===== config.mk =====
export PLATFORM = sky130hd
export DESIGN_NAME = ucg_gpio
export DESIGN_NICKNAME = d
export VERILOG_FILES = /design/src/logic/ucg_pkg.sv /design/src/logic/ucg_gpio.sv /design/src/logic/ucg_sync.sv
export SDC_FILE = /design/constraint.sdc
export NUM_CORES = 1
export LEC_CHECK = 0
export BUFFER_PORTS_ARGS = -buffer_cell sky130_fd_sc_hd__buf_2
export CORE_MARGIN = 5
export CORE_UTILIZATION = 43
export DETAILED_ROUTE_END_ITERATION = 7
export PLACE_DENSITY_LB_ADDON = 0.3
export SETUP_SLACK_MARGIN = 0.15
export SLEW_MARGIN = 0
export SYNTH_ARGS = -nofsm -noshare
export SYNTH_HDL_FRONTEND = slang
export SYNTH_SLANG_ARGS = --single-unit
export TNS_END_PERCENT = 20

===== constraint.sdc =====
create_clock -name clock -period 2.4 [get_ports clock]
set_input_delay 0.24 -clock clock [delete_from_list [all_inputs] [get_ports clock]]
set_output_delay 0.24 -clock clock [all_outputs]
set_load 0.02 [all_outputs]

===== src/logic/ucg_pkg.sv =====
// constants for the per-channel pin function, direction and level block
package ucg_pkg;

   // -----------------------------------------------------------------
   // sizes
   // -----------------------------------------------------------------
   localparam int unsigned NPINS   = 10;
   localparam int unsigned DATA_W  = 16;
   localparam int unsigned ADDR_W  = 8;
   localparam int unsigned TURN_W  = 4;

   // -----------------------------------------------------------------
   // register offsets
   // -----------------------------------------------------------------
   localparam logic [7:0] OFS_TURN  = 8'h0B;
   localparam logic [7:0] OFS_FUNC  = 8'h0C;
   localparam logic [7:0] OFS_DIR   = 8'h0D;
   localparam logic [7:0] OFS_SET   = 8'h0E;
   localparam logic [7:0] OFS_CLR   = 8'h0F;
   localparam logic [7:0] OFS_LEVEL = 8'h10;
   localparam logic [7:0] OFS_MASK  = 8'h11;

   // -----------------------------------------------------------------
   // reset values
   // -----------------------------------------------------------------
   localparam logic [9:0] FUNC_RST = 10'h300;
   localparam logic [9:0] DIR_RST  = 10'h000;
   localparam logic [9:0] OUT_RST  = 10'h000;
   localparam logic [9:0] MASK_RST = 10'h100;
   localparam logic [3:0] TURN_RST = 4'h0;

   // -----------------------------------------------------------------
   // function select field positions
   // -----------------------------------------------------------------
   localparam int unsigned F_RX_TOG = 9;
   localparam int unsigned F_TX_TOG = 8;
   localparam int unsigned F_CLK    = 7;
   localparam int unsigned F_P7_HI  = 6;
   localparam int unsigned F_P7_LO  = 5;
   localparam int unsigned F_ROUTE  = 4;
   localparam int unsigned F_POL    = 3;
   localparam int unsigned F_P5_HI  = 2;
   localparam int unsigned F_P5_LO  = 0;

   // -----------------------------------------------------------------
   // function codes
   // -----------------------------------------------------------------
   localparam logic [1:0] P7_GPIO    = 2'h0;
   localparam logic [1:0] P7_DE_TX   = 2'h1;
   localparam logic [1:0] P7_DE_ADDR = 2'h2;
   localparam logic [2:0] M_GPIO     = 3'h0;
   localparam logic [2:0] M_RTS_CTS  = 3'h1;
   localparam logic [2:0] M_DTR_DSR  = 3'h2;
   localparam logic [2:0] M_DE_TX    = 3'h3;
   localparam logic [2:0] M_DE_ADDR  = 3'h4;

   // -----------------------------------------------------------------
   // pin positions of alternate functions
   // -----------------------------------------------------------------
   localparam int unsigned PIN_DTR    = 2;
   localparam int unsigned PIN_DSR    = 3;
   localparam int unsigned PIN_CTS    = 4;
   localparam int unsigned PIN_RTS    = 5;
   localparam int unsigned PIN_CLK    = 6;
   localparam int unsigned PIN_DE7    = 7;
   localparam int unsigned PIN_TX_TOG = 8;
   localparam int unsigned PIN_RX_TOG = 9;

   // -----------------------------------------------------------------
   // driver enable sequencer
   // -----------------------------------------------------------------
   typedef enum logic [2:0] {
      DE_IDLE = 3'b001,
      DE_SEND = 3'b010,
      DE_HOLD = 3'b100
   } ucg_de_state_t;

endpackage


===== src/logic/ucg_gpio.sv =====
// pin function select, direction, level and change-mask block
//
// The implementer's own choice: the strobed register port.
`timescale 1ns/100ps
`default_nettype none

module ucg_gpio #(
   parameter int unsigned NPINS = ucg_pkg::NPINS
) (
   input  wire logic                       clock,         // core clock, 40 MHz
   input  wire logic                       reset,         // synchronous, active high
   input  wire logic [ucg_pkg::ADDR_W-1:0] addr,          // register address
   input  wire logic [ucg_pkg::DATA_W-1:0] wr_data,       // write data
   input  wire logic                       wr_en,         // write strobe
   input  wire logic                       rd_en,         // read strobe
   output logic      [ucg_pkg::DATA_W-1:0] rd_data,       // read data, next cycle
   input  wire logic [NPINS-1:0]           pin_in,        // pin levels from pads
   output logic      [NPINS-1:0]           pin_out,       // pin drive value
   output logic      [NPINS-1:0]           pin_oe,        // pin drive enable
   input  wire logic                       tx_active,     // uart is transmitting
   input  wire logic                       addr_match,    // address match in force
   input  wire logic                       bit_tick,      // one pulse per bit time
   input  wire logic                       rx_char,       // pulse per received char
   input  wire logic                       tx_char,       // pulse per sent char
   input  wire logic                       clk_out_level, // configured clock output
   input  wire logic                       rts_request,   // uart ready to receive
   input  wire logic                       dtr_request,   // uart terminal ready
   output logic                            cts_ok,        // clear to send seen
   output logic                            dsr_ok,        // data set ready seen
   output logic      [NPINS-1:0]           pin_state,     // current pin levels
   output logic                            irq_request,   // change interrupt pulse
   output logic      [NPINS-1:0]           irq_pins       // pins that changed
);

   // ----------------------------------------------------------------
   // helpers
   // ----------------------------------------------------------------
   function automatic logic drive_de(input logic de, input logic hi);
      drive_de = hi ? de : ~de;
   endfunction

   function automatic logic [NPINS-1:0] low_bits(input logic [15:0] d);
      low_bits = d[NPINS-1:0];
   endfunction

   // ----------------------------------------------------------------
   // declarations
   // ----------------------------------------------------------------
   logic [NPINS-1:0]             pin_sync;
   logic [NPINS-1:0]             func_q;
   logic [NPINS-1:0]             dir_q;
   logic [NPINS-1:0]             out_q;
   logic [NPINS-1:0]             out_d;
   logic [NPINS-1:0]             mask_q;
   logic [ucg_pkg::TURN_W-1:0]   turn_q;
   logic [ucg_pkg::TURN_W-1:0]   hold_q;
   logic [ucg_pkg::TURN_W-1:0]   hold_d;
   ucg_pkg::ucg_de_state_t       de_q;
   ucg_pkg::ucg_de_state_t       de_d;
   logic                         rx_tog_q;
   logic                         tx_tog_q;
   logic [NPINS-1:0]             prev_q;
   logic [2:0]                   primed_q;
   logic [NPINS-1:0]             pin_out_q;
   logic [NPINS-1:0]             pin_oe_q;
   logic [ucg_pkg::DATA_W-1:0]   rd_data_q;
   logic                         cts_ok_q;
   logic                         dsr_ok_q;
   logic [NPINS-1:0]             pin_state_q;
   logic                         irq_q;
   logic [NPINS-1:0]             irq_pins_q;

   // ----------------------------------------------------------------
   // input synchroniser
   // ----------------------------------------------------------------
   ucg_sync #(
      .WIDTH    (NPINS)
   ) u_sync (
      .clock    (clock),
      .reset    (reset),
      .async_in (pin_in),
      .sync_out (pin_sync)
   );

   // ----------------------------------------------------------------
   // address decode
   // ----------------------------------------------------------------
   wire              wr_func  = wr_en && (addr == ucg_pkg::OFS_FUNC);
   wire              wr_dir   = wr_en && (addr == ucg_pkg::OFS_DIR);
   wire              wr_set   = wr_en && (addr == ucg_pkg::OFS_SET);
   wire              wr_clr   = wr_en && (addr == ucg_pkg::OFS_CLR);
   wire              wr_level = wr_en && (addr == ucg_pkg::OFS_LEVEL);
   wire              wr_mask  = wr_en && (addr == ucg_pkg::OFS_MASK);
   wire              wr_turn  = wr_en && (addr == ucg_pkg::OFS_TURN);
   wire [NPINS-1:0]  wd       = low_bits(wr_data); // upper bits dropped

   // ----------------------------------------------------------------
   // function select fields
   // ----------------------------------------------------------------
   wire [2:0] p5_code  = func_q[ucg_pkg::F_P5_HI:ucg_pkg::F_P5_LO];
   wire [1:0] p7_code  = func_q[ucg_pkg::F_P7_HI:ucg_pkg::F_P7_LO];
   wire       p7_route = func_q[ucg_pkg::F_ROUTE];
   wire       de_hi    = func_q[ucg_pkg::F_POL];

   // pin 5 keeps its own field; software keeps it apart from pin 7
   wire alt_rts   = (p5_code == ucg_pkg::M_RTS_CTS);
   wire alt_dtr   = (p5_code == ucg_pkg::M_DTR_DSR);
   wire p5_de_tx  = (p5_code == ucg_pkg::M_DE_TX);
   wire p5_de_adr = (p5_code == ucg_pkg::M_DE_ADDR);
   wire alt_p5    = alt_rts || p5_de_tx || p5_de_adr;

   wire p7_de_tx  = p7_route && (p7_code == ucg_pkg::P7_DE_TX);
   wire p7_de_adr = p7_route && (p7_code == ucg_pkg::P7_DE_ADDR);
   wire alt_p7    = p7_de_tx || p7_de_adr;

   // ----------------------------------------------------------------
   // alternate function map
   // ----------------------------------------------------------------
   logic [NPINS-1:0] alt_mask;
   logic [NPINS-1:0] alt_in;
   logic [NPINS-1:0] alt_val;

   always_comb begin
      alt_mask = '0;
      alt_mask[ucg_pkg::PIN_RX_TOG] = func_q[ucg_pkg::F_RX_TOG];
      alt_mask[ucg_pkg::PIN_TX_TOG] = func_q[ucg_pkg::F_TX_TOG];
      alt_mask[ucg_pkg::PIN_CLK]    = func_q[ucg_pkg::F_CLK];
      alt_mask[ucg_pkg::PIN_DE7]    = alt_p7;
      alt_mask[ucg_pkg::PIN_RTS]    = alt_p5;
      alt_mask[ucg_pkg::PIN_CTS]    = alt_rts;
      alt_mask[ucg_pkg::PIN_DSR]    = alt_dtr;
      alt_mask[ucg_pkg::PIN_DTR]    = alt_dtr;
   end

   always_comb begin
      alt_in = '0;
      alt_in[ucg_pkg::PIN_CTS] = alt_rts;
      alt_in[ucg_pkg::PIN_DSR] = alt_dtr;
   end

   // driver enable level, then pin 5 and pin 7 values, polarity applied in the enable modes
   wire de_tx  = (de_q != ucg_pkg::DE_IDLE);
   wire p5_val = alt_rts  ? ~rts_request
               : p5_de_tx ? drive_de(de_tx, de_hi)
               :            drive_de(addr_match, de_hi);
   wire p7_val = p7_de_tx ? drive_de(de_tx, de_hi)
               :            drive_de(addr_match, de_hi);

   always_comb begin
      alt_val = '0;
      alt_val[ucg_pkg::PIN_RX_TOG] = rx_tog_q;
      alt_val[ucg_pkg::PIN_TX_TOG] = tx_tog_q;
      alt_val[ucg_pkg::PIN_CLK]    = clk_out_level;
      alt_val[ucg_pkg::PIN_DE7]    = p7_val;
      alt_val[ucg_pkg::PIN_RTS]    = p5_val;
      alt_val[ucg_pkg::PIN_DTR]    = ~dtr_request;
   end

   // ----------------------------------------------------------------
   // general purpose output latch
   // ----------------------------------------------------------------
   // only pins in general function and set as outputs take writes
   wire [NPINS-1:0] gp_out = ~alt_mask & dir_q;

   always_comb begin
      out_d = out_q;
      if (wr_set) begin
         out_d = out_q | (wd & gp_out);
      end else if (wr_clr) begin
         out_d = out_q & ~(wd & gp_out);
      end else if (wr_level) begin
         out_d = (out_q & ~gp_out) | (wd & gp_out);
      end
   end

   wire [NPINS-1:0] oe_d  = (alt_mask & ~alt_in) | (~alt_mask & dir_q);
   wire [NPINS-1:0] val_d = (alt_mask & alt_val) | (~alt_mask & out_q);

   // ----------------------------------------------------------------
   // driver enable sequencer
   // ----------------------------------------------------------------
   wire hold_zero = (turn_q == '0);
   wire hold_last = (hold_q == ucg_pkg::TURN_W'(1));

   always_comb begin
      de_d   = de_q;
      hold_d = hold_q;
      unique case (de_q)
         ucg_pkg::DE_IDLE: begin
            if (tx_active) begin
               de_d = ucg_pkg::DE_SEND;
            end
         end
         ucg_pkg::DE_SEND: begin
            if (!tx_active) begin
               if (hold_zero) begin
                  de_d = ucg_pkg::DE_IDLE;
               end else begin
                  de_d   = ucg_pkg::DE_HOLD;
                  hold_d = turn_q;
               end
            end
         end
         ucg_pkg::DE_HOLD: begin
            if (tx_active) begin
               de_d = ucg_pkg::DE_SEND;
            end else if (bit_tick) begin
               hold_d = hold_q - ucg_pkg::TURN_W'(1);
               if (hold_last) begin
                  de_d = ucg_pkg::DE_IDLE;
               end
            end
         end
         default: begin
            de_d   = ucg_pkg::DE_IDLE;
            hold_d = '0;
         end
      endcase
   end

   // ----------------------------------------------------------------
   // change detection
   // ----------------------------------------------------------------
   // outputs are never watched; the mask gates the rest
   wire [NPINS-1:0] moved   = (pin_sync ^ prev_q) & ~pin_oe_q;
   // sync chain restarts from zero: no reports until it has refilled
   wire [NPINS-1:0] changed = primed_q[2] ? (moved & ~mask_q) : '0;

   // ----------------------------------------------------------------
   // read mux
   // ----------------------------------------------------------------
   logic [ucg_pkg::DATA_W-1:0] rd_mux;

   always_comb begin
      rd_mux = '0;
      unique case (addr)
         ucg_pkg::OFS_FUNC:  rd_mux[NPINS-1:0]          = func_q;
         ucg_pkg::OFS_DIR:   rd_mux[NPINS-1:0]          = dir_q;
         ucg_pkg::OFS_LEVEL: rd_mux[NPINS-1:0]          = pin_sync;
         ucg_pkg::OFS_MASK:  rd_mux[NPINS-1:0]          = mask_q;
         ucg_pkg::OFS_TURN:  rd_mux[ucg_pkg::TURN_W-1:0] = turn_q;
         default:            rd_mux                     = '0;
      endcase
   end

   // ----------------------------------------------------------------
   // configuration registers
   // ----------------------------------------------------------------
   always_ff @(posedge clock) begin
      if (reset) begin
         func_q <= ucg_pkg::FUNC_RST;
         dir_q  <= ucg_pkg::DIR_RST;
         mask_q <= ucg_pkg::MASK_RST;
         turn_q <= ucg_pkg::TURN_RST;
         out_q  <= ucg_pkg::OUT_RST;
      end else begin
         if (wr_func) func_q <= wd;
         if (wr_dir)  dir_q  <= wd;
         if (wr_mask) mask_q <= wd;
         if (wr_turn) turn_q <= wr_data[ucg_pkg::TURN_W-1:0];
         out_q <= out_d;
      end
   end

   // ----------------------------------------------------------------
   // activity toggles and sequencer state
   // ----------------------------------------------------------------
   always_ff @(posedge clock) begin
      if (reset) begin
         rx_tog_q <= 1'b0;
         tx_tog_q <= 1'b0;
         de_q     <= ucg_pkg::DE_IDLE;
         hold_q   <= '0;
      end else begin
         rx_tog_q <= rx_tog_q ^ rx_char;
         tx_tog_q <= tx_tog_q ^ tx_char;
         de_q     <= de_d;
         hold_q   <= hold_d;
      end
   end

   // ----------------------------------------------------------------
   // pin drive and handshake outputs
   // ----------------------------------------------------------------
   always_ff @(posedge clock) begin
      if (reset) begin
         pin_out_q <= '0;
         pin_oe_q  <= '0;
         cts_ok_q  <= 1'b0;
         dsr_ok_q  <= 1'b0;
      end else begin
         pin_out_q <= val_d;
         pin_oe_q  <= oe_d;
         cts_ok_q  <= alt_rts & ~pin_sync[ucg_pkg::PIN_CTS];
         dsr_ok_q  <= alt_dtr & ~pin_sync[ucg_pkg::PIN_DSR];
      end
   end

   // ----------------------------------------------------------------
   // readback and change reporting
   // ----------------------------------------------------------------
   always_ff @(posedge clock) begin
      if (reset) begin
         rd_data_q   <= '0;
         prev_q      <= '0;
         primed_q    <= 3'h0;
         pin_state_q <= '0;
         irq_q       <= 1'b0;
         irq_pins_q  <= '0;
      end else begin
         rd_data_q   <= rd_en ? rd_mux : '0;
         prev_q      <= pin_sync;
         primed_q    <= {primed_q[1:0], 1'b1};
         pin_state_q <= pin_sync;
         irq_q       <= |changed;
         irq_pins_q  <= changed;
      end
   end

   // ----------------------------------------------------------------
   // outputs
   // ----------------------------------------------------------------
   assign rd_data     = rd_data_q;
   assign pin_out     = pin_out_q;
   assign pin_oe      = pin_oe_q;
   assign cts_ok      = cts_ok_q;
   assign dsr_ok      = dsr_ok_q;
   assign pin_state   = pin_state_q;
   assign irq_request = irq_q;
   assign irq_pins    = irq_pins_q;

endmodule

`default_nettype wire


===== src/logic/ucg_sync.sv =====
// two-stage synchroniser for pin inputs
`timescale 1ns/100ps
`default_nettype none

module ucg_sync #(
   parameter int unsigned WIDTH = 10
) (
   input  wire logic             clock,     // core clock
   input  wire logic             reset,     // synchronous, active high
   input  wire logic [WIDTH-1:0] async_in,  // raw pin levels
   output logic      [WIDTH-1:0] sync_out   // levels in core domain
);

   logic [WIDTH-1:0] meta_q;
   logic [WIDTH-1:0] sync_q;

   always_ff @(posedge clock) begin
      if (reset) begin
         meta_q <= '0;
         sync_q <= '0;
      end else begin
         meta_q <= async_in;
         sync_q <= meta_q;
      end
   end

   assign sync_out = sync_q;

endmodule

`default_nettype wire


==> run summary, run 1 <==
Initial DRC Count - 391
Flop2flop setup slack - 490 ps
All-Layer GR Usage - 19.8%
CP max FO - 6
DIE AREA - 14500 um2
Via count - 4352
Core Area - 12000 um2
CP top delay family - compound AO/OA/AOI/OAI gates
DIE WIDTH - 121 um
CTS buffer count - 17
Gate power share - 5.0%
Kind of critical path - reg2reg
Data required, critical path - 2710 ps
R2r worst-path depth - 4
Max Cap Violations - 0
Clock skew - 9.01 ps
RR Endpoint - hold_q[3]$_SDFFE_PP0P_
Switching Share - 22.7%
Hold Crit Endpoint - pin_out[2]$_SDFF_PP0_
Post-Synthesis Cells - 539
Hold Path Depth - 2
Ant diodes - 0
Clk pin slew, worst setup/hold paths - 50 ps
H-tree depth - 4
Final period util - 79.7%
CP bufs+invs - 0
Port Buffers - 92
Vias per cell - 5.49
Status - completed
Finished Cell Area - 6460 um2
Final count of negative-setup-slack endpoints - 0
HP Start - dtr_request
Hold-fix buffers, CTS - 0
Fill cells - 1099
CP Launch Type - register
Yosys reg bits - 129
CP Cell Sequence - or4_4 > a2111oi_4 > nor2_1 > o32ai_1
Top_reg_cell synth - dfxtp_1
I/O pin count - 105
Clock share of power - 50.8%
Worst r2r src - turn_q[3]$_SDFFE_PP0P_
Routed wire length - 13900 um
Rel. slew slack - 59.6%
Min Tclk post-route - 1910 ps
Sequential area share after synthesis - 49.2%
Peak VDD IR - 0.000480 V
Placement Rows - 40
Worst Tran Pin Value - 597 ps
CTS tree - done
Final TNS setup - 0 ps
Die height - 121 um
Static leakage - 2.74 nW
Slew Viols, Final - 0
Syn_area_per_cell - 9.74 um2
Fin nets - 681
ANT nets after route - 0
Gp weighted congestion - 0.888
Async set-reset flop share out of synthesis - 0%
YS warnings - 0
Antenna violations before repair - 0
Drt pass-1 iters - 5
First-pass GRT wire length - 22200 um
Dpl cell area - 5870 um2
Int Pwr - 3.86 mW
Sw Pwr - 1.13 mW
Share of cells above drive strength 1 - 24.0%
Longest Clk Path Bufs - 2
Reg power frac - 44.2%
Number of global-route vias before repair - 4421
Routed WL per cell - 17.5 um
Starting density of the core - 43.7%
GRT overflow - 0
RSZ-0062 raised after global routing - no
Post-cts sizing count - 0
Pwr/cell area - 773 nW/um2
Post-synth EDFFs - 0
Slowest CP cell - or4_4
Residual DRC - 0
Arr. time, crit path - 2230 ps
Cell variety after synth - 60
CTS root buffer - clkbuf_16
Area delta synth->final - 22.9%
Delay of the slowest critical-path stage - 590 ps
Worst-skew pair later-pin latency - 410 ps
Hold crit path type - in2reg
DP HPWL - 9900 um
Clock sinks - 129
Fmax achieved - 0.523 GHz
Worst Setup SP - turn_q[3]$_SDFFE_PP0P_
Largest net degree at the start of global routing - 39
CP endpoint kind - register
Post-synthesis cell area - 5250 um2
Final Hold Vio Count - 0
Setup Buffers After CTS - 0
==> cells by family (layout without fill, tap and decap cells) <==
logic type                 Yosys count  after routing  share of synthesized area, %
DFF                                129            129                          49.2
and+or+nand+nor                    209            209                          22.3
AOI/OAI and AO/OA                   92             92                          13.8
muxes                               36             36                          6.86
other                                1              6                        0.0714
buffers and inverters               53            155                          4.53
xor gates and xnor gates            17             17                          2.83
adders and majority gates            2              2                         0.476
==> layout make-up <==
cell class | instances | area, um2 | share of cell area, %
Sequential cell | 129 | 2580 | 40.0
Multi-Input combinational cell | 362 | 2460 | 38.0
Timing Repair Buffer | 110 | 596 | 9.22
Clock buffer | 21 | 460 | 7.13
Tap cell | 147 | 184 | 2.85
Clock inverter | 11 | 130 | 2.02
Inverter | 13 | 48.8 | 0.756
==> cell usage after synthesis, types with 2 or more instances <==
cell type / number / area, um2
nor2_1: 62 / 233
nand4b_1: 2 / 17.5
and2_1: 11 / 68.8
nand2b_1: 2 / 12.5
nor4_1: 4 / 25.0
xor2_1: 4 / 35.0
a211oi_1: 3 / 22.5
clkbuf_1: 23 / 86.3
a31o_2: 3 / 26.3
o2111ai_1: 7 / 61.3
mux2i_1: 36 / 360
a41o_1: 2 / 20.0
o21a_1: 8 / 60.1
nor3_1: 5 / 25.0
a21oi_1: 15 / 75.1
buf_4: 7 / 52.6
a32oi_1: 5 / 43.8
nor2b_1: 48 / 300
a31oi_1: 2 / 12.5
buf_1: 5 / 18.8
ha_1: 2 / 25.0
nand2_1: 10 / 37.5
and3_1: 14 / 87.6
buf_2: 4 / 20.0
and4_1: 2 / 17.5
or4_1: 2 / 15.0
xnor2_1: 13 / 114
inv_1: 13 / 48.8
a32o_1: 4 / 40.0
o22ai_1: 2 / 12.5
a22o_1: 11 / 96.3
nor4b_1: 8 / 70.1
a2111oi_4: 2 / 55.1
o21ai_0: 10 / 50.1
a21o_1: 2 / 15.0
a22oi_1: 4 / 30.0
or3b_2: 5 / 43.8
nor3b_1: 3 / 22.5
nand3_1: 21 / 105
o311a_1: 2 / 20.0
nand4_1: 2 / 12.5
dfxtp_1: 129 / 2580
o211ai_1: 3 / 22.5
==> power by group through the flow <==
| stage | registers [mW] | logic [mW] | clock network (mW) |
|---|---|---|---|
| 2_1_floorplan | 2.25 | 0.142 | 0 |
| 3_3_place_gp | 2.25 | 0.244 | 0 |
| 3_5_place_dp | 2.25 | 0.248 | 0 |
| 4_1_cts | 2.21 | 0.250 | 2.58 |
| 5_1_grt | 2.21 | 0.277 | 2.68 |
| 6_report | 2.21 | 0.252 | 2.54 |
==> worst max path at each step <==
stage | to | depth (start not counted)
2_1_floorplan | register | 5
3_3_place_gp | register | 6
3_5_place_dp | register | 6
4_1_cts | hold_q[3]$_SDFFE_PP0P_ | 4
5_1_grt | hold_q[3]$_SDFFE_PP0P_ | 4
6_report | hold_q[3]$_SDFFE_PP0P_ | 4
==> per-stage QoR <==
| stage | cells | utilization [%] | power [mW] | worst slack [ps] | hold WS, ps |
|---|---|---|---|---|---|
| after floorplan | 544 | - | 2.40 | 655 | 336 |
| after global placement | 761 | 48.8 | 2.49 | 533 | 415 |
| after detailed placement | 761 | 48.8 | 2.50 | 477 | 421 |
| after CTS | 793 | 53.8 | 5.03 | 498 | 3.06 |
| after global routing | 793 | 53.8 | 5.16 | 372 | 8.51 |
| final | 793 | 53.8 | 4.99 | 488 | 16.5 |
==> cell usage in the layout, fill, tap and decap left out, types with 10 or more instances in the layout <==
master and count:
a22o_1 11, inv_1 13, buf_2 92, a21oi_1 15, nor2_1 62, nor2b_1 48
mux2i_1 36, nand3_1 21, o21ai_0 10, buf_4 18, dfxtp_1 129, clkbuf_16 17
and2_1 11, xnor2_1 13, and3_1 14, nand2_1 10
==> per-layer routing <==
layer / up-vias / part of all wire (%) / track usage (%)
li1: 2083 / - / -
met1: 2051 / 44 / 25.1
met2: 195 / 48 / 31.5
met3: 23 / 6.6 / 5.94
met4: 0 / 1.9 / 7.86
met5: - / 0 / 0
No activity file was read; power rests on OpenSTA's default activity.
==> inputs of run 2 (changes only) <==
==> constraint.sdc (replaced) <==
create_clock -name clock -period 1.8 [get_ports clock]
set_input_delay 0.18 -clock clock [delete_from_list [all_inputs] [get_ports clock]]
set_output_delay 0.18 -clock clock [all_outputs]
set_load 0.02 [all_outputs]
==> run 2 against run 1 <==
Net effect: final cell count increased by 5.2%; die area unchanged; clock skew grew 0.84 ps; sequential share of layout area fell by 2.2 points; core utilization rose by 3.1 points; combinational power rose by 55%; total power increased by 35%; largest cell class unchanged; critical path depth rose by 1; non-clock buffer count increased by 39; first-iteration DRC count shrank 32%; hold slack better by 37 ps.
==> run summary, run 2 (synthesis gave the netlist of run 1 again) <==
Dpl ws - -176 ps (-653 ps)
Final period util - 95.3% (+16 points)
Register area - 2580 um2 (about the same)
Starting density of the core - 43.7% (unchanged)
Final Hold Vio Count - 0 (unchanged)
Placement Rows - 40 (unchanged)
Status - completed
Slew Viols, Final - 0 (unchanged)
Slowest CP cell - or4_4
I/O pin count - 105 (unchanged)
Multi-input logic area - 2460 um2 (+0.31%)
Core Area - 12000 um2 (unchanged)
Drt pass-1 iters - 5 (unchanged)
Residual DRC - 0 (unchanged)
Routed wire length - 14500 um (+4.7%)
Rel. slew slack - 57.8% (-1.8 points)
CTS tree - done
CP Launch Type - register
Pwr/cell area - 989 nW/um2 (+28%)
CP endpoint - hold_q[0]$_SDFFE_PP0P_
Worst Setup SP - turn_q[1]$_SDFFE_PP0P_
Fill cells - 1054 (-4.1%)
ANT nets after route - 0 (unchanged)
Routed WL per cell - 17.4 um (-0.49%)
Min Tclk post-route - 1720 ps (-197 ps)
Data required, critical path - 2090 ps (-620 ps)
Antenna violations before repair - 2 (+2)
Flop2flop setup slack - 80 ps (-400 ps)
Area delta synth->final - 30.1%
Static leakage - 2.94 nW (+7.6%)
DIE WIDTH - 121 um (unchanged)
RSZ-0062 raised after global routing - yes
Number of global-route vias before repair - 4545 (+2.8%)
GRT overflow - 0 (unchanged)
H-tree depth - 4 (unchanged)
Gp weighted congestion - 0.896 (+0.84%)
Arr. time, crit path - 2010 ps (-220 ps)
Final count of negative-setup-slack endpoints - 0 (unchanged)
Share of cells above drive strength 1 - 26.9% (+2.9 points)
Peak VDD IR - 0.000610 V (+27%)
Finished Cell Area - 6830 um2 (+5.8%)
Worst-skew pair later-pin latency - 420 ps (about the same)
Dpl cell area - 6070 um2 (+3.4%)
Delay of the slowest critical-path stage - 550 ps (-40 ps)
Worst Tran Pin Value - 633 ps (+35.2 ps)
Fmax achieved - 0.583 GHz (+11%)
Longest Clk Path Bufs - 2 (unchanged)
PnR worst setup slack - 84.7 ps (-403 ps)
Largest net degree at the start of global routing - 38 (-2.6%)
Kind of critical path - reg2reg
CTS root buffer - clkbuf_16
All-Layer GR Usage - 20.2% (+0.48 points)
DP HPWL - 10500 um (+5.6%)
Clock skew - 9.85 ps (+0.845 ps)
Most frequent cells in the layout - dfxtp_1, buf_2, nor2_1, nor2b_1, buf_4
Vias per cell - 5.42 (-1.2%)
Die height - 121 um (unchanged)
R2r worst-path depth - 5 (+1)
First-pass GRT wire length - 22700 um (+2.5%)
Fin nets - 720 (+5.7%)
Port Buffers - 92 (unchanged)
CP endpoint kind - register
Clk pin slew, worst setup/hold paths - 60 ps (about the same)
Max Cap Violations - 0 (unchanged)
CP Cell Sequence - or4_4 > a2111oi_4 > buf_4 > or4_1 > a21oi_1
CP max FO - 5 (-1)
Hold crit path type - in2reg
Worst r2r src - turn_q[1]$_SDFFE_PP0P_
RR Endpoint - hold_q[0]$_SDFFE_PP0P_
Clock sinks - 129 (unchanged)
DIE AREA - 14500 um2 (unchanged)
Via count - 4521 (+3.9%)
Initial DRC Count - 265 (-32%)
CTS buffer count - 17 (unchanged)
Commonest non-fill, non-tap cell in the layout - dfxtp_1
-- run 2: cell count changes in the layout (fill, tap and decap cells not counted), moves of 2 or more --
cell,previous run,this run
buf_4,18,42
dlygate4sd3_1,0,14
buf_12,0,2
diode_2,0,2
-- run 2: worst max-delay path: cells and delay by family (launching register included) --
family / cells / cell delay, ps
AO/OA/AOI/OAI: 2 / 410
buffers and inverters: 1 / 200
flip-flops: 1 / 320
AND/OR/NAND/NOR: 2 / 660
-- run 2: layout make-up --
cell class	count	share of cell area, %
Clock buffer	21	6.88
Timing Repair Buffer	149	13.9
Sequential cell	129	37.8
Inverter	13	0.714
Antenna cell	2	0.0732
Tap cell	147	2.69
Multi-Input combinational cell	362	36.0
Clock inverter	11	1.87
-- run 2: report_power, final --
group / internal (mW) / switching, mW / leakage, nW
Sequential: 2.90 / 0.0325 / 1.05
Combinational: 0.167 / 0.224 / 1.61
Clock: 2.15 / 1.28 / 0.286
Total: 5.22 / 1.53 / 2.94
-- run 2: worst min-delay path by stage --
stage                      startpoint                     end  slack [ps]  cells past startpoint
after CTS                  wr_data[8]  mask_q[8]$_SDFFE_PP1P_          30                      3
after global routing       wr_data[8]  func_q[8]$_SDFFE_PP1P_          60                      3
after global placement    dtr_request   pin_out[2]$_SDFF_PP0_         370                      2
final                      wr_data[8]  mask_q[8]$_SDFFE_PP1P_          50                      3
after detailed placement  dtr_request   pin_out[2]$_SDFF_PP0_         370                      2
after floorplan           dtr_request   pin_out[2]$_SDFF_PP0_         280                      1
-- run 2: metrics by stage --
step                total power, mW  hold slack [ps]  TNS (ps)  std cells  util, %
global route                   6.96             56.5         0        834     56.9
floorplan                      3.20              276         0        544        -
global placement               3.35              371      -435        784     50.5
CTS                            6.81             28.6         0        832     56.8
detailed placement             3.36              373      -986        784     50.5
finish                         6.76             53.8         0        834     56.9
-- run 2: what timing repair did --
action                                  in CTS  in global routing
hold buffers                                14                  0
gates resized for setup                      2                  2
endpoints found under the hold margin       14                  0
setup buffers                                2                  0
endpoints found under the setup margin       5                  7
pin swaps                                    5                  0
-- run 2: routing by layer --
metal / GRT usage [%] / part of all wire [%]
met1: 25.0 / 43
met3: 5.43 / 6.3
met4: 9.49 / 3.0
met5: 0 / 0
met2: 32.9 / 48
==> inputs of run 3 (changes only) <==
--- a/config.mk
+++ b/config.mk
@@ -6,8 +6,11 @@
 export NUM_CORES = 1
 export LEC_CHECK = 0
 export BUFFER_PORTS_ARGS = -buffer_cell sky130_fd_sc_hd__buf_2
+export CELL_PAD_IN_SITES_DETAIL_PLACEMENT = 1
+export CELL_PAD_IN_SITES_GLOBAL_PLACEMENT = 1
 export CORE_MARGIN = 5
-export CORE_UTILIZATION = 43
+export CORE_UTILIZATION = 42
+export CTS_BUF_LIST = sky130_fd_sc_hd__clkbuf_8 sky130_fd_sc_hd__clkbuf_16
 export DETAILED_ROUTE_END_ITERATION = 7
 export PLACE_DENSITY_LB_ADDON = 0.3
 export SETUP_SLACK_MARGIN = 0.15
==> run 3 against run 2 <==
Net effect: the run now ends with negative setup slack left; core utilization decreased by 0.14 points; count of clock-buffer cells in the layout decreased by 3; largest cell class unchanged; die area increased by 2.2%; global-route usage increased by 2.5 points; cell area increased by 0.59%; sequential power about the same; first-iteration DRC count increased by 24%; critical path depth unchanged.
==> run summary, run 3 (synthesis gave the netlist of run 1 again) <==
ANT nets after route - 0 (unchanged)
Placement Rows - 40 (unchanged)
Final TNS setup - -39.1 ps (-39.1 ps)
Area delta synth->final - 30.9%
Clock skew - 6.32 ps (-3.53 ps)
Met2 WL - 8170 um (+17%)
Ant diodes - 0 (-2)
Residual DRC - 0 (unchanged)
Most frequent cells in the layout - dfxtp_1, buf_2, nor2_1, nor2b_1, buf_4
GRT overflow - 0 (unchanged)
CTS tree - done
Peak VDD IR - 0.000554 V (-9.2%)
Routed WL per cell - 19.3 um (+11%)
Status - finished, violations left
Gp weighted congestion - 0.897 (+0.11%)
CP max FO - 4 (-1)
H-tree depth - 4 (unchanged)
All-Layer GR Usage - 22.7% (+2.5 points)
Fin util - 56.8% (-0.14 points)
Die height - 122 um (+1.1%)
Met3 WL - 875 um (-3.8%)
Largest net degree at the start of global routing - 48 (+26%)
Antenna violations before repair - 0 (-2)
RSZ-0062 raised after global routing - yes
Number of global-route vias before repair - 4927 (+8.4%)
CP Launch Type - register
Kind of critical path - reg2reg
Static leakage - 2.95 nW (about the same)
CTS buffer count - 17 (unchanged)
DRT met1 WL - 7060 um (+14%)
PnR Total Power - 6.83 mW (+1.1%)
Arr. time, crit path - 2130 ps (+120 ps)
Worst Tran Pin Value - 577 ps (-55.4 ps)
Fin nets - 720 (unchanged)
Hold_ws - 14.5 ps (-39.3 ps)
Clock sinks - 129 (unchanged)
Final count of negative-setup-slack endpoints - 2 (+2)
Longest Clk Path Bufs - 2 (unchanged)
Slew Viols, Final - 0 (unchanged)
Worst-skew pair later-pin latency - 420 ps (about the same)
Min Tclk post-route - 1820 ps (+109 ps)
PnR worst setup slack - -23.8 ps (-109 ps)
Routed wire length - 16500 um (+14%)
Final Hold Vio Count - 0 (unchanged)
First-pass GRT wire length - 26000 um (+14%)
Data required, critical path - 2110 ps (+20 ps)
Initial DRC Count - 328 (+24%)
Core Area - 12100 um2 (+0.83%)
CTS root buffer - clkbuf_16
Vias per cell - 5.40 (-0.47%)
CP endpoint kind - register
Pwr/cell area - 994 nW/um2 (+0.54%)
Via count - 4597 (+1.7%)
Commonest non-fill, non-tap cell in the layout - dfxtp_1
Final period util - 101% (+6.0 points)
Rel. slew slack - 61.0% (+3.2 points)
Hold crit path type - in2reg
DP HPWL - 11900 um (+13%)
Fill cells - 1398 (+33%)
DIE AREA - 14800 um2 (+2.2%)
Share of cells above drive strength 1 - 27.8% (+0.92 points)
Top sig layer - met4
Starting density of the core - 43.4% (-0.36 points)
DIE WIDTH - 122 um (+1.1%)
Clk pin slew, worst setup/hold paths - 60 ps (about the same)
Violations in the final reports - negative setup slack
Fmax achieved - 0.548 GHz (-6.0%)
Port Buffers - 92 (unchanged)
I/O pin count - 105 (unchanged)
Max Cap Violations - 0 (unchanged)
Drt pass-1 iters - 4 (-1)
==> run 3: cell types whose count changed in the layout (fill, tap and decap cells not counted), sizes merged <==
cell,delta
buf,+4
dlygate4sd3,-4
clkbuf,-3
clkinvlp,+2
diode,-2
bufinv,+1
clkinv,-1
==> run 3: per-layer routing <==
layer | vias to the layer above | track usage, %
met5 | - | 0
met4 | 0 | 8.61
met3 | 31 | 5.71
met2 | 150 | 38.5
met1 | 2245 | 27.8
li1 | 2171 | -
==> run 3: worst max-delay path, stage by stage, from the launching register on <==
cell and delay, ps:
dfxtp_2 320, or4_4 570, a2111oi_4 450, buf_4 200, or4_1 110, a21oi_1 60
==> run 3: repair_timing <==
item                                    in CTS  in global routing
resized for setup                            3                  7
pin swaps                                    7                  4
endpoints found under the setup margin       6                  7
buffers inserted                             2                  0
hold endpoints to repair                    10                  0
hold buffers                                10                  0
==> run 3: metrics by stage <==
step | instance area [um2] | worst slack, ps | instances
5_1_grt | 6870 | -72.4 | 852
6_report | 6870 | -23.8 | 852
2_1_floorplan | 5270 | 120 | 544
3_3_place_gp | 6130 | -33.3 | 809
4_1_cts | 6850 | 84.8 | 852
3_5_place_dp | 6130 | -80.6 | 809
==> run 3: power breakdown <==
group	leakage, nW	total (mW)	switching (mW)	internal (mW)
Clock	0.282	3.48	1.28	2.20
Combinational	1.62	0.412	0.243	0.169
Sequential	1.05	2.94	0.0334	2.90
==> run 3: layout make-up <==
| class | instances | area (um2) | area share [%] |
|---|---|---|---|
| Timing Repair Buffer | 149 | 951 | 13.8 |
| Sequential cell | 129 | 2590 | 37.6 |
| Clock buffer | 18 | 439 | 6.39 |
| Clock inverter | 13 | 163 | 2.37 |
| Inverter | 13 | 48.8 | 0.710 |
| Multi-Input combinational cell | 362 | 2480 | 36.0 |
| Tap cell | 168 | 210 | 3.06 |
==> run 3: worst paths after layout <==
| path | from | end | slack (ps) | cells after the start |
|---|---|---|---|---|
| setup reg to reg | turn_q[0]$_SDFFE_PP0P_ | hold_q[0]$_SDFFE_PP0P_ | -20 | 5 |
| setup / recovery | turn_q[0]$_SDFFE_PP0P_ | hold_q[0]$_SDFFE_PP0P_ | -20 | 5 |
| hold / removal | pin_in[9] | u_sync.meta_q[9]$_SDFF_PP0_ | 10 | 2 |
| hold reg to reg | u_sync.meta_q[0]$_SDFF_PP0_ | u_sync.sync_out[0]$_SDFF_PP0_ | 440 | 1 |
